File: src/rtl/mpc_defines.svh
// Offsets, field positions, reset values and timing figures of the configuration block
`ifndef MPC_DEFINES_SVH
`define MPC_DEFINES_SVH

// ==========================================================
// Register offsets (byte addresses)
`define MPC_OFS_PCFG 12'h0A8
`define MPC_OFS_GDCFG 12'h0AC
`define MPC_OFS_STAT 12'h0B0
`define MPC_OFS_PASS 12'h0B4

// ==========================================================
// Reset values and writable-bit masks
`define MPC_PCFG_RST 32'h0000_0000
`define MPC_GDCFG_RST 32'h0000_0000
`define MPC_PASS_RST 32'h0000_0000
`define MPC_PCFG_WMASK 32'hDFFF_FFE0
`define MPC_GDCFG_WMASK 32'h8C0D_3703
`define MPC_PASSCODE 32'h0000_1234

// ==========================================================
// Field positions in the peripheral configuration register
`define MPC_DIRMODE_BIT 18
`define MPC_SPDCAP_BIT 17
`define MPC_GAP_HI 16
`define MPC_GAP_LO 13
`define MPC_MOD_HI 12
`define MPC_MOD_LO 10
`define MPC_BAND_BIT 9
`define MPC_REF_HI 8
`define MPC_REF_LO 7
`define MPC_LOCK_HI 6
`define MPC_LOCK_LO 5

// ==========================================================
// Braking threshold code tables
`define MPC_GAP_STEP_LO 5
`define MPC_GAP_KNEE 10
`define MPC_GAP_KNEE_PCT 50
`define MPC_GAP_STEP_HI 10
`define MPC_MOD_BASE_PCT 30
`define MPC_MOD_STEP 10

// ==========================================================
// Duty input frequency bands and clock
`define MPC_CLK_HZ 50000000
`define MPC_DUTY_FMAX_HZ 100000
`define MPC_DUTY_FMID_HZ 325
`define MPC_DUTY_FMIN_HZ 10

// Full scale of the modulation index reference (100%)
`define MPC_MOD_FULL 16'hFFFF

`endif

File: src/rtl/mpc_pkg.sv
// Types shared by the configuration block modules
package mpc_pkg;

  // ==========================================================
  // Direction handling states
  typedef enum logic [3:0] {
    MPC_RUN  = 4'b0001,
    MPC_STOP = 4'b0010,
    MPC_ISD  = 4'b0100,
    MPC_REV  = 4'b1000
  } mpc_dir_state_t;

  typedef enum logic [1:0] {
    MPC_REF_SPEED  = 2'h0,
    MPC_REF_POWER  = 2'h1,
    MPC_REF_TORQUE = 2'h2,
    MPC_REF_MOD    = 2'h3
  } mpc_ref_mode_t;

  typedef enum logic [1:0] {
    MPC_LOCK_OPEN    = 2'h0,
    MPC_LOCK_PASS_RW = 2'h1,
    MPC_LOCK_PASS_RD = 2'h2,
    MPC_LOCK_SEALED  = 2'h3
  } mpc_lock_mode_t;

  // ==========================================================
  // Module state records
  typedef struct packed {
    logic [31:0] pcfg;
    logic [31:0] gdcfg;
    logic [31:0] pass;
    logic [31:0] prdata;
    mpc_dir_state_t st;
    logic dir_active;
    logic [15:0] speed_target;
    logic [15:0] loop_set;
    logic duty_ok;
  } mpc_core_state_t;

  typedef struct packed {
    logic brake;
  } mpc_brake_state_t;

endpackage

File: src/rtl/mpc_brake_thresh.sv
// Active braking entry decision from the two threshold codes
`include "mpc_defines.svh"

module mpc_brake_thresh (
  input wire logic pclk,
  input wire logic presetn,
  input wire logic [3:0] gap_code,
  input wire logic [2:0] mod_code,
  input wire logic [6:0] speed_gap_pct,
  input wire logic [6:0] mod_index_pct,
  output logic brake_engage
);
  import mpc_pkg::*;

  // ==========================================================
  // Code tables
  function automatic logic [6:0] mpc_gap_limit(input logic [3:0] code);
    int c;
    c = int'(code);
    if (c <= `MPC_GAP_KNEE) begin
      return 7'(c * `MPC_GAP_STEP_LO);
    end
    return 7'(`MPC_GAP_KNEE_PCT + (c - `MPC_GAP_KNEE) * `MPC_GAP_STEP_HI);
  endfunction

  function automatic logic [6:0] mpc_mod_limit(input logic [2:0] code);
    int c;
    c = int'(code);
    if (c == 0) begin
      return 7'h00;
    end
    return 7'(`MPC_MOD_BASE_PCT + c * `MPC_MOD_STEP);
  endfunction

  // ==========================================================
  // Decision register
  mpc_brake_state_t s_r;
  mpc_brake_state_t s_nxt;

  always_comb begin
    s_nxt = s_r;
    // Code 0 of the gap field disables braking entry altogether
    s_nxt.brake = (gap_code != 4'h0) &&
                  (speed_gap_pct < mpc_gap_limit(gap_code)) &&
                  (mod_index_pct < mpc_mod_limit(mod_code));
  end

  always_ff @(posedge pclk or negedge presetn) begin
    if (!presetn) begin
      s_r <= '0;
    end else begin
      s_r <= s_nxt;
    end
  end

  assign brake_engage = s_r.brake;

endmodule

File: src/rtl/mpc_nvm_guard.sv
// Nonvolatile memory access gate driven by the lock level
module mpc_nvm_guard (
  input wire mpc_pkg::mpc_lock_mode_t lock_mode,
  input wire logic passcode_ok,
  input wire logic rd_req,
  input wire logic wr_req,
  output logic rd_grant,
  output logic wr_grant,
  output logic rd_refuse,
  output logic wr_refuse
);
  import mpc_pkg::*;

  logic rd_ok;
  logic wr_ok;

  always_comb begin
    unique case (lock_mode)
      MPC_LOCK_OPEN: begin
        rd_ok = 1'b1;
        wr_ok = 1'b1;
      end
      MPC_LOCK_PASS_RW: begin
        rd_ok = passcode_ok;
        wr_ok = passcode_ok;
      end
      MPC_LOCK_PASS_RD: begin
        rd_ok = passcode_ok;
        wr_ok = 1'b0;
      end
      MPC_LOCK_SEALED: begin
        rd_ok = 1'b0;
        wr_ok = 1'b0;
      end
    endcase
  end

  assign rd_grant = rd_req && rd_ok;
  assign wr_grant = wr_req && wr_ok;
  assign rd_refuse = rd_req && !rd_ok;
  assign wr_refuse = wr_req && !wr_ok;

endmodule

File: src/rtl/mpc_periph_cfg.sv
// Peripheral and gate driver configuration registers with their control effects
//
// Function
// - Direction response mode is read/write bit 18, reset zero.
// - Mode 0 stops then spin-detects on direction change; mode 1 reverses while driving.
// - Speed cap bit 17 limits speed to top speed except in speed mode.
// - Bits 16-13 set braking speed gap: 0 none, 5%-50%, then 60%-100%.
// - Bits 12-10 set braking modulation threshold: 0%, then 40%-100% by 10%.
// - Bit 9 picks duty input band: 0 is 325Hz-100kHz, 1 is 10Hz-325Hz.
// - Bits 8-7 pick loop quantity: speed, power, torque current, modulation index.
// - Lock code 0 opens memory; code 1 needs passcode for reads and writes.
// - Lock code 2 passcode reads, no writes; code 3 refuses both.
// - Gate driver register lives at offset ACh, resets to all zeros.
// - Gate driver register is kept apart from the peripheral register.
`include "mpc_defines.svh"

module mpc_periph_cfg #(
  parameter int unsigned DUTY_W = 23,
  parameter int unsigned DUTY_PER_MIN = `MPC_CLK_HZ / `MPC_DUTY_FMAX_HZ,
  parameter int unsigned DUTY_PER_MID = `MPC_CLK_HZ / `MPC_DUTY_FMID_HZ,
  parameter int unsigned DUTY_PER_MAX = `MPC_CLK_HZ / `MPC_DUTY_FMIN_HZ,
  parameter logic [31:0] PASSCODE = `MPC_PASSCODE
) (
  input wire logic pclk,
  input wire logic presetn,
  // APB slave
  input wire logic [11:0] paddr,
  input wire logic psel,
  input wire logic penable,
  input wire logic pwrite,
  input wire logic [31:0] pwdata,
  output logic [31:0] prdata,
  output logic pready,
  output logic pslverr,
  // Direction pin handling
  input wire logic dir_pin,
  input wire logic stop_done,
  input wire logic isd_done,
  input wire logic reverse_done,
  output logic dir_active,
  output logic drive_enable,
  output logic stop_req,
  output logic initial_spin_detect_req,
  output logic reverse_req,
  // Speed and loop reference
  input wire logic [15:0] speed_cmd,
  input wire logic [15:0] max_speed,
  input wire logic [15:0] max_power,
  input wire logic [15:0] current_ceiling,
  input wire logic [15:0] ref_in,
  output logic [15:0] speed_target,
  output logic [15:0] loop_setpoint,
  output mpc_pkg::mpc_ref_mode_t loop_mode,
  // Active braking
  input wire logic [6:0] speed_gap_pct,
  input wire logic [6:0] mod_index_pct,
  output logic brake_engage,
  // Duty reference period check
  input wire logic [DUTY_W-1:0] duty_period,
  input wire logic duty_period_valid,
  output logic duty_freq_ok,
  output logic duty_band_low,
  // Nonvolatile memory access
  input wire logic nvm_rd_req,
  input wire logic nvm_wr_req,
  output logic nvm_rd_grant,
  output logic nvm_wr_grant,
  output logic nvm_rd_refuse,
  output logic nvm_wr_refuse,
  // Gate driver settings
  output logic [31:0] gate_driver_config_one
);
  import mpc_pkg::*;

  // ==========================================================
  // Elaboration checks
  if (DUTY_PER_MIN == 0 || DUTY_PER_MIN >= DUTY_PER_MID || DUTY_PER_MID >= DUTY_PER_MAX) begin
    $error("Duty period bounds must rise strictly from a nonzero minimum");
  end
  if (DUTY_W > 31 || DUTY_PER_MAX >= (32'h1 << DUTY_W)) begin
    $error("Duty period width too small for the longest period");
  end
  // A passcode equal to the cleared register would unlock memory straight after reset
  if (PASSCODE == `MPC_PASS_RST) begin
    $error("Passcode must differ from the reset value of its register");
  end

  localparam logic [DUTY_W-1:0] PER_MIN = DUTY_W'(DUTY_PER_MIN);
  localparam logic [DUTY_W-1:0] PER_MID = DUTY_W'(DUTY_PER_MID);
  localparam logic [DUTY_W-1:0] PER_MAX = DUTY_W'(DUTY_PER_MAX);

  // ==========================================================
  // Address decode
  function automatic logic mpc_hit(input logic [11:0] a);
    return (a == `MPC_OFS_PCFG) || (a == `MPC_OFS_GDCFG) ||
           (a == `MPC_OFS_STAT) || (a == `MPC_OFS_PASS);
  endfunction

  // ==========================================================
  // Duty period window, inclusive at both ends
  // PER_MID sits in both bands, so a period right at the corner passes either way
  function automatic logic mpc_in_band(input logic [DUTY_W-1:0] p, lo, hi);
    return (p >= lo) && (p <= hi);
  endfunction

  // ==========================================================
  // State
  mpc_core_state_t s_r;
  mpc_core_state_t s_nxt;

  logic setup_ph;
  logic wr_acc;
  logic passcode_ok;
  logic dir_mode;
  logic spd_cap;
  logic band_low;
  mpc_ref_mode_t ref_mode;
  mpc_lock_mode_t lock_mode;
  logic [15:0] ref_scale;
  logic [31:0] ref_prod;
  logic [31:0] stat_word;

  assign setup_ph = psel && !penable;
  assign wr_acc = psel && penable && pwrite;
  assign passcode_ok = (s_r.pass == PASSCODE);

  assign dir_mode = s_r.pcfg[`MPC_DIRMODE_BIT];
  assign spd_cap = s_r.pcfg[`MPC_SPDCAP_BIT];
  assign band_low = s_r.pcfg[`MPC_BAND_BIT];
  assign ref_mode = mpc_ref_mode_t'(s_r.pcfg[`MPC_REF_HI:`MPC_REF_LO]);
  assign lock_mode = mpc_lock_mode_t'(s_r.pcfg[`MPC_LOCK_HI:`MPC_LOCK_LO]);

  // ==========================================================
  // Status word: state, direction, brake, duty window, passcode match
  assign stat_word = {24'h00_0000, passcode_ok, s_r.duty_ok, brake_engage,
                      s_r.dir_active, s_r.st};

  // ==========================================================
  // Loop reference scaling
  always_comb begin
    unique case (ref_mode)
      MPC_REF_SPEED: ref_scale = max_speed;
      MPC_REF_POWER: ref_scale = max_power;
      MPC_REF_TORQUE: ref_scale = current_ceiling;
      MPC_REF_MOD: ref_scale = `MPC_MOD_FULL;
    endcase
  end

  // Upper half of the product gives the chosen limit at full-scale input
  assign ref_prod = ref_in * ref_scale;

  // ==========================================================
  // Next state
  always_comb begin
    s_nxt = s_r;

    // Read data captured in the setup phase so it comes from a flop
    if (setup_ph) begin
      unique case (paddr)
        `MPC_OFS_PCFG: s_nxt.prdata = s_r.pcfg;
        `MPC_OFS_GDCFG: s_nxt.prdata = s_r.gdcfg;
        `MPC_OFS_STAT: s_nxt.prdata = stat_word;
        default: s_nxt.prdata = 32'h0000_0000;
      endcase
    end

    // Writes land at the access edge; reserved bits stay zero
    if (wr_acc) begin
      unique case (paddr)
        `MPC_OFS_PCFG: begin
          s_nxt.pcfg = pwdata & `MPC_PCFG_WMASK;
        end
        `MPC_OFS_GDCFG: begin
          s_nxt.gdcfg = pwdata & `MPC_GDCFG_WMASK;
        end
        // Write-only, so the code can never be read back over the bus
        `MPC_OFS_PASS: begin
          s_nxt.pass = pwdata;
        end
        default: begin
        end
      endcase
    end

    // Direction change handling
    // Pin moves during a sequence are compared again once RUN returns
    unique case (s_r.st)
      MPC_RUN: begin
        if (dir_pin != s_r.dir_active) begin
          if (dir_mode) begin
            s_nxt.st = MPC_REV;
            s_nxt.dir_active = dir_pin;
          end else begin
            s_nxt.st = MPC_STOP;
          end
        end
      end
      MPC_STOP: begin
        if (stop_done) begin
          // Latest pin level is taken here so late toggles are not lost
          s_nxt.st = MPC_ISD;
          s_nxt.dir_active = dir_pin;
        end
      end
      MPC_ISD: begin
        if (isd_done) begin
          s_nxt.st = MPC_RUN;
        end
      end
      MPC_REV: begin
        if (reverse_done) begin
          s_nxt.st = MPC_RUN;
        end
      end
      default: begin
        s_nxt.st = MPC_RUN;
      end
    endcase

    // Speed cap, off in speed mode where the reference is the speed itself
    // Cap only ever lowers the command; slower commands pass untouched
    if (spd_cap && ref_mode != MPC_REF_SPEED && speed_cmd > max_speed) begin
      s_nxt.speed_target = max_speed;
    end else begin
      s_nxt.speed_target = speed_cmd;
    end

    s_nxt.loop_set = ref_prod[31:16];

    // Duty input period must sit inside the selected band
    if (duty_period_valid) begin
      if (band_low) begin
        s_nxt.duty_ok = mpc_in_band(duty_period, PER_MID, PER_MAX);
      end else begin
        s_nxt.duty_ok = mpc_in_band(duty_period, PER_MIN, PER_MID);
      end
    end
  end

  // ==========================================================
  // Registers
  always_ff @(posedge pclk or negedge presetn) begin
    if (!presetn) begin
      s_r.pcfg <= `MPC_PCFG_RST;
      s_r.gdcfg <= `MPC_GDCFG_RST;
      s_r.pass <= `MPC_PASS_RST;
      s_r.prdata <= 32'h0000_0000;
      s_r.st <= MPC_RUN;
      s_r.dir_active <= 1'b0;
      s_r.speed_target <= 16'h0000;
      s_r.loop_set <= 16'h0000;
      s_r.duty_ok <= 1'b0;
    end else begin
      s_r <= s_nxt;
    end
  end

  // ==========================================================
  // Submodules
  mpc_brake_thresh u_brake (
    .pclk(pclk),
    .presetn(presetn),
    .gap_code(s_r.pcfg[`MPC_GAP_HI:`MPC_GAP_LO]),
    .mod_code(s_r.pcfg[`MPC_MOD_HI:`MPC_MOD_LO]),
    .speed_gap_pct(speed_gap_pct),
    .mod_index_pct(mod_index_pct),
    .brake_engage(brake_engage)
  );

  // Memory gate is combinational so a request is answered in its own cycle
  mpc_nvm_guard u_nvm (
    .lock_mode(lock_mode),
    .passcode_ok(passcode_ok),
    .rd_req(nvm_rd_req),
    .wr_req(nvm_wr_req),
    .rd_grant(nvm_rd_grant),
    .wr_grant(nvm_wr_grant),
    .rd_refuse(nvm_rd_refuse),
    .wr_refuse(nvm_wr_refuse)
  );

  // ==========================================================
  // Outputs
  // Zero-wait slave: read data was already captured in setup
  assign pready = 1'b1;
  // Unmapped access flags an error; a write there changes nothing
  assign pslverr = psel && penable && !mpc_hit(paddr);
  assign prdata = s_r.prdata;

  assign dir_active = s_r.dir_active;
  // Bridge stays driven through reverse; stop and spin detection release it
  assign drive_enable = s_r.st[0] || s_r.st[3];
  assign stop_req = s_r.st[1];
  assign initial_spin_detect_req = s_r.st[2];
  assign reverse_req = s_r.st[3];

  assign speed_target = s_r.speed_target;
  assign loop_setpoint = s_r.loop_set;
  assign loop_mode = ref_mode;
  assign duty_freq_ok = s_r.duty_ok;
  assign duty_band_low = band_low;
  assign gate_driver_config_one = s_r.gdcfg;

endmodule

File: config.mk
export PLATFORM = sky130hd
export DESIGN_NAME = mpc_periph_cfg
export DESIGN_NICKNAME = d
export VERILOG_FILES = /design/src/rtl/mpc_pkg.sv /design/src/rtl/mpc_brake_thresh.sv /design/src/rtl/mpc_nvm_guard.sv /design/src/rtl/mpc_periph_cfg.sv
export VERILOG_INCLUDE_DIRS = /design/src /design/src/rtl
export SDC_FILE = /design/constraint.sdc
export NUM_CORES = 1
export LEC_CHECK = 0
export ABC_AREA = 0
export BUFFER_PORTS_ARGS = -buffer_cell sky130_fd_sc_hd__buf_4
export CAP_MARGIN = 25
export CORE_AREA = 2 2 218 220
export DETAILED_ROUTE_END_ITERATION = 16
export DIE_AREA = 0 0 220 222
export PLACE_DENSITY_LB_ADDON = 0.15
export SYNTH_ARGS = -nofsm -noshare
export SYNTH_HDL_FRONTEND = slang
export SYNTH_SLANG_ARGS = --single-unit
File: constraint.sdc
create_clock -name pclk -period 14.04 [get_ports pclk]
set_clock_uncertainty 0.05 [all_clocks]
set_input_delay 3.51 -clock pclk [delete_from_list [all_inputs] [get_ports pclk]]
set_output_delay 3.51 -clock pclk [all_outputs]
set_load 0.02 [all_outputs]
# ---- Yosys cells after proc, flatten, opt, wreduce, memory -nomap -nowiden
# Cells that the tools add are included.
dict set report op_classes {
  n_addsub 3
  multipliers 4
  n_lt_le_gt_ge 8
  eq_ne 21
  mux 20
  reduce_logical 35
}
# op n
set ops {}
lappend ops {{case mux 32 bit (3 select lines)} 1}
lappend ops {{case mux 16 bit (4 select lines)} 1}
lappend ops {{== test 12 x 8 -> 1 bit, second input constant} 4}
lappend ops {{== test 32 x 13 -> 1 bit, second input constant} 1}
lappend ops {{multiplier 16 x 16 -> 32 bit} 1}
lappend ops {{multiplier 32 x 4 -> 6 bit, second input constant} 1}
lappend ops {{2-to-1 mux 7 bit} 4}
lappend ops {{greater-or-equal comparator 23 x 18 -> 1 bit, second input constant} 1}
lappend ops {{greater-or-equal comparator 23 x 9 -> 1 bit, second input constant} 1}
lappend ops {{<= comparator 23 x 18 -> 1 bit, second input constant} 1}
lappend ops {{<= comparator 23 bit, second input constant} 1}
lappend ops {{> comparator 16 bit} 1}
lappend ops {{2-to-1 mux 16 bit} 1}
lappend ops {{case mux 4 bit (4 select lines)} 1}
lappend ops {{logical AND 1 bit} 14}
lappend ops {{< comparator 7 bit} 2}
lappend ops {{2-to-1 mux 4 bit} 3}
lappend ops {{2-to-1 mux 5 bit} 2}
lappend ops {{inequality test 2 bit, second input constant} 5}
lappend ops {{== test 2 bit, second input constant} 4}
lappend ops {{AND reduction 4 bit} 2}
lappend ops {{adder 6 x 7 -> 7 bit, first input constant} 1}
lappend ops {{adder 7 bit, first input constant} 1}
lappend ops {{multiplier 4 x 3 -> 7 bit, second input constant} 1}
lappend ops {{20 further kinds} 36}
dict set report word_totals {
  reg_bits 142
  inputBits 173
  output_inout_bits 112
  word_cells 101
}

# ---- Depth between registers and ports, before layout
dict set report depth {
  ltp_word 7
  mapped_depth 28
  depth_no_buf 25
}

# ---- Modules after synthesis
# A second synthesis with hierarchy kept.
dict set report hier_totals {
  cells_unflattened 1733
  area_unflattened_um2 16399.5
}
# module instances cells_each area_each_um2 seq_area_each_um2
set by_module_without_submodules {}
lappend by_module_without_submodules {mpc_periph_cfg 1 1631 15583.7 3504.6}
lappend by_module_without_submodules {mpc_brake_thresh 1 90 719.4 25.0}
lappend by_module_without_submodules {mpc_nvm_guard 1 12 96.3 0.0}

# ---- Worst setup path after synthesis
# No wires, ideal clock.
dict set report synth_path {
  path_kind {in2reg}
  startpoint {input max_speed[9]}
  endpoint {register s_r (netlist bit loop_setpoint[12])}
  setup_time_ns 0.127
  t_arrival_ns 9.354
  required_ns 13.863
  path_slack_ns 4.509
  stages 25
  path_buffers 1
  cell_sequence {inv_1 -> o21ai_0 -> o22a_1 -> clkbuf_1 -> nand2_1 -> fa_1 -> inv_1 -> fa_1 -> inv_1 -> fa_1 -> inv_1 -> fa_1 -> fa_1 -> inv_1 -> fa_1 -> inv_1 -> ha_1 -> a21o_1 -> a221oi_1 -> o221ai_1 -> a221oi_1 -> nand2_1 -> a21oi_1 -> o21ai_1 -> xor2_1}
}
dict set report synth_via {
  elab_chain_len 2
}
# item line_no
set synth_rtl {}
lappend synth_rtl {{start, declared} mpc_periph_cfg.sv:47} ;# input wire logic [15:0] max_speed,
lappend synth_rtl {{case mux 16 bit (4 select lines)} mpc_periph_cfg.sv:141} ;# unique case (ref_mode)
lappend synth_rtl {{multiplier 16 x 16 -> 32 bit} mpc_periph_cfg.sv:150} ;# assign ref_prod = ref_in * ref_scale;
lappend synth_rtl {{named net ref_prod[28]} mpc_periph_cfg.sv:120} ;# logic [31:0] ref_prod;
lappend synth_rtl {{end signal, assigned} mpc_periph_cfg.sv:254} ;# s_r <= s_nxt;
lappend synth_rtl {{end, declared} mpc_periph_cfg.sv:108} ;# mpc_core_state_t s_r;
# The timed path passes the listed nets, and every way through them passes these cells.
# A chain may end at the register's enable or synchronous reset.

# ---- Worst setup path after layout
# Same ends and word-level chain as after synthesis.

==> results.sh <==
export IMPL_cp_end_kind="flip-flop"
export IMPL_combPwrFrac=0.725
export IMPL_num_vias=12000
export IMPL_cellLeakagePower_nw=9.58
export IMPL_swShare=0.487
export IMPL_setup_viol=0
export IMPL_post_cts_resized_instances=0
export IMPL_gp_routability_congestion=0.833
export IMPL_clock_slew_at_reported_path_ffs_ps=60
export IMPL_final_antenna_net_count=0
export IMPL_drt_pass1_iter_count=5
export IMPL_powerDensity_nw_per_um2=188
export IMPL_finalMaxSlewViolations=0
export IMPL_maximum_number_of_pins_on_one_net_before_global_route_repair=73
export IMPL_netlist_instances=1688
export IMPL_overflow_left_after_global_routing=0
export IMPL_rows=79
export IMPL_dieHeight_um=222
export IMPL_clock_power_share=0.134
export IMPL_antenna_found_initial=2
export IMPL_fin_setup_tns_ps=0
export IMPL_cp_start_kind="input pin"
export IMPL_grt_first_pass_wirelength_um=72800
export IMPL_design_final_nets=2345
export IMPL_detail_route_drc_violations=0
export IMPL_internal_power_mw=1.80
export IMPL_synth_cell_type_count=67
export IMPL_synthMostInstantiatedCell="inv_1"
export IMPL_num_fill_cells=4710
export IMPL_dpl_cell_count=2420
export IMPL_status="finished, final reports clean"
export IMPL_initial_utilization=0.348
export IMPL_ir_worst_vdd_v=0.000252
export IMPL_worst_path_max_fanout=16
export IMPL_cts_htree_levels=4
export IMPL_seq_power_share=0.141
export IMPL_report_final_hold_viol_count=0
export IMPL_fin_crit_sh=0.745
export IMPL_cts_tree="yes"
export IMPL_max_clock_path_buffers=2
export IMPL_port_buffers=262
export IMPL_synth_largest_type_area_fraction=0.241
export IMPL_synth_largest_area_cell="fa_1"
export IMPL_syn_mean_instance_area_um2=9.55
export IMPL_die_width_um=220
export IMPL_grt_setup_unrepaired="no"
export IMPL_cp_data_required_time_ps=14290
export IMPL_post_cts_setup_buffer_count=0
export IMPL_synth_seq_cells=141
export IMPL_area_growth_synth_to_final_pct=15.6
export IMPL_worst_slew_pin_transition_ps=1000
export IMPL_clock_sinks=141
export IMPL_die_area_um2=48800
export IMPL_cts_buffers=17
export IMPL_drt_first_iter_violations=526
export IMPL_design_core_area_um2=46300
export IMPL_layout_cells_sized_above_1=0.217
export IMPL_dp_wirelength_um=37100
export IMPL_critical_path_arrival_ps=10720
export IMPL_synthesis_area_um2=16100
export IMPL_max_freq_mhz=95.6
export IMPL_final_cells=2455
export IMPL_drv_max_cap_violation_count=0
export IMPL_synth_warnings=0
export IMPL_synth_common_cells="inv_1 (253), nand2_1 (228), fa_1 (194)"
export IMPL_async_flop_share=1.00
export IMPL_design_portCount=285
export IMPL_ys_dominant_reg_cell="dfrtp_1"
export IMPL_wl_per_cell_um=18.9
export IMPL_synth_edff_count=0
export IMPL_number_of_global_route_vias_before_repair=12600
export IMPL_maxSlewHeadroom=0.332
export IMPL_ys_seq_area_frac=0.219
export IMPL_path_class="in2reg"
export IMPL_final_min_clock_period_ps=10460
export IMPL_switching_power_total_mw=1.71
export IMPL_detail_route_wirelength_um=46500
export IMPL_cts_root_buffer="clkbuf_16"
export IMPL_track_usage=0.195
export IMPL_clkLatencyLatePin_ps=430
export IMPL_hold_buffers=0
export IMPL_synth_area_leaders="fa_1 (24%), dfrtp_1 (22%), ha_1 (11%)"
export IMPL_hold_path_class="reg2reg"
export IMPL_post_drt_via_cell_ratio=4.89
## layout make-up
class | instances | area (um2) | share of cell area
Tap cell | 607 | 759 | 0.0407
Multi-Input combinational cell | 1148 | 10700 | 0.575
Inverter | 253 | 950 | 0.0509
Clock buffer | 20 | 457 | 0.0245
Timing Repair Buffer | 272 | 2080 | 0.111
Antenna cell | 2 | 5.00 | 0.000268
Clock inverter | 12 | 150 | 0.00805
Sequential cell | 141 | 3530 | 0.189
## worst max-delay path, stage by stage
cell and delay (ps):
buf_4 80, inv_1 40, o21ai_0 420, o22a_1 750
nand2_1 180, fa_1 560, inv_1 60, fa_1 500
inv_1 50, fa_1 480, inv_1 60, fa_1 500
fa_1 540, inv_1 50, fa_1 580, inv_1 60
ha_1 350, a21o_1 190, a221oi_1 430, o221ai_1 220
a221oi_1 270, nand2_1 190, a21oi_1 340, o21ai_1 130
xor2_1 150
## flip-flops by register name, indices dropped and copies added (netlist names)
| signal | cells |
|---|---|
| dir_mode | 1 |
| initial_spin_detect_req | 1 |
| duty_band_low | 1 |
| dir_active | 1 |
| duty_freq_ok | 1 |
| speed_target | 16 |
| prdata | 31 |
| stop_req | 1 |
| gate_driver_config_one | 13 |
| u_brake.brake_engage | 1 |
| loop_setpoint | 16 |
| lock_mode | 2 |
| s_r | 53 |
| reverse_req | 1 |
| loop_mode | 2 |
## per-stage QoR
| step | hold WS (ps) | setup WS, ps | instance area (um2) | power [mW] | util |
|---|---|---|---|---|---|
| floorplan | 400 | 4510 | 16200 | 2.39 | - |
| global placement | 415 | 3210 | 18000 | 3.06 | 0.389 |
| detailed placement | 422 | 3150 | 18000 | 3.07 | 0.390 |
| CTS | 435 | 3580 | 18600 | 3.57 | 0.403 |
| global route | 463 | 3170 | 18600 | 3.90 | 0.403 |
| finish | 431 | 3580 | 18600 | 3.51 | 0.403 |
## kinds of logic after synthesis
logic type | Yosys count | synth area share
other | 2 | 0.000466
flip-flops | 141 | 0.219
XOR/XNOR | 26 | 0.0141
adder cells (fa/ha/maj) | 339 | 0.353
multiplexers | 103 | 0.0710
AND/OR/NAND/NOR | 466 | 0.141
AO/OA/AOI/OAI | 193 | 0.0799
buffers and inverters | 418 | 0.121
## final timing paths
kind | slack, ps | cells after the start | startpoint | end
min reg2reg | 430 | 2 | prdata[15] | prdata[15]
max in group asynchronous | 9490 | 2 | presetn | s_r[86]
min | 430 | 2 | prdata[15] | prdata[15]
max | 3580 | 25 | max_speed[9] | loop_setpoint[12]
min in group asynchronous | 3050 | 1 | presetn | gate_driver_config_one[27]
max reg2reg | 5700 | 23 | loop_mode[0] | loop_setpoint[12]
## layer usage
metal / wire length (um) / vias up / track usage
li1: - / 5601 / -
met1: 19900 / 6068 / 0.255
met2: 22900 / 294 / 0.330
met3: 2410 / 46 / 0.0320
met4: 1220 / 2 / 0.0593
met5: 16 / - / 0
## power by group through the flow
stage,registers (mW),logic [mW],clock network (mW)
after detailed placement,0.502,2.57,0
after global placement,0.502,2.55,0
final,0.494,2.55,0.470
after global routing,0.497,2.90,0.505
after CTS,0.495,2.59,0.485
after floorplan,0.490,1.90,0
## cell usage in the layout, fill, tap and decap left out, types with 7 or more instances in the layout
| cell | count |
|---|---|
| nor3_1 | 14 |
| conb_1 | 21 |
| ha_1 | 145 |
| a21o_1 | 25 |
| o31ai_1 | 15 |
| clkbuf_16 | 17 |
| dfrtp_1 | 140 |
| xor2_1 | 8 |
| mux2_2 | 89 |
| xnor2_1 | 18 |
| inv_1 | 253 |
| nand2_1 | 228 |
| o22a_1 | 16 |
| nor2b_1 | 8 |
| nand3_1 | 14 |
| buf_4 | 268 |
| and2_1 | 119 |
| nor4_1 | 7 |
| nand4_1 | 14 |
| o21ai_0 | 51 |
| nor2_1 | 31 |
| a21oi_1 | 35 |
| fa_1 | 194 |
| mux2i_1 | 12 |
Power figures use the tool's default switching activity.
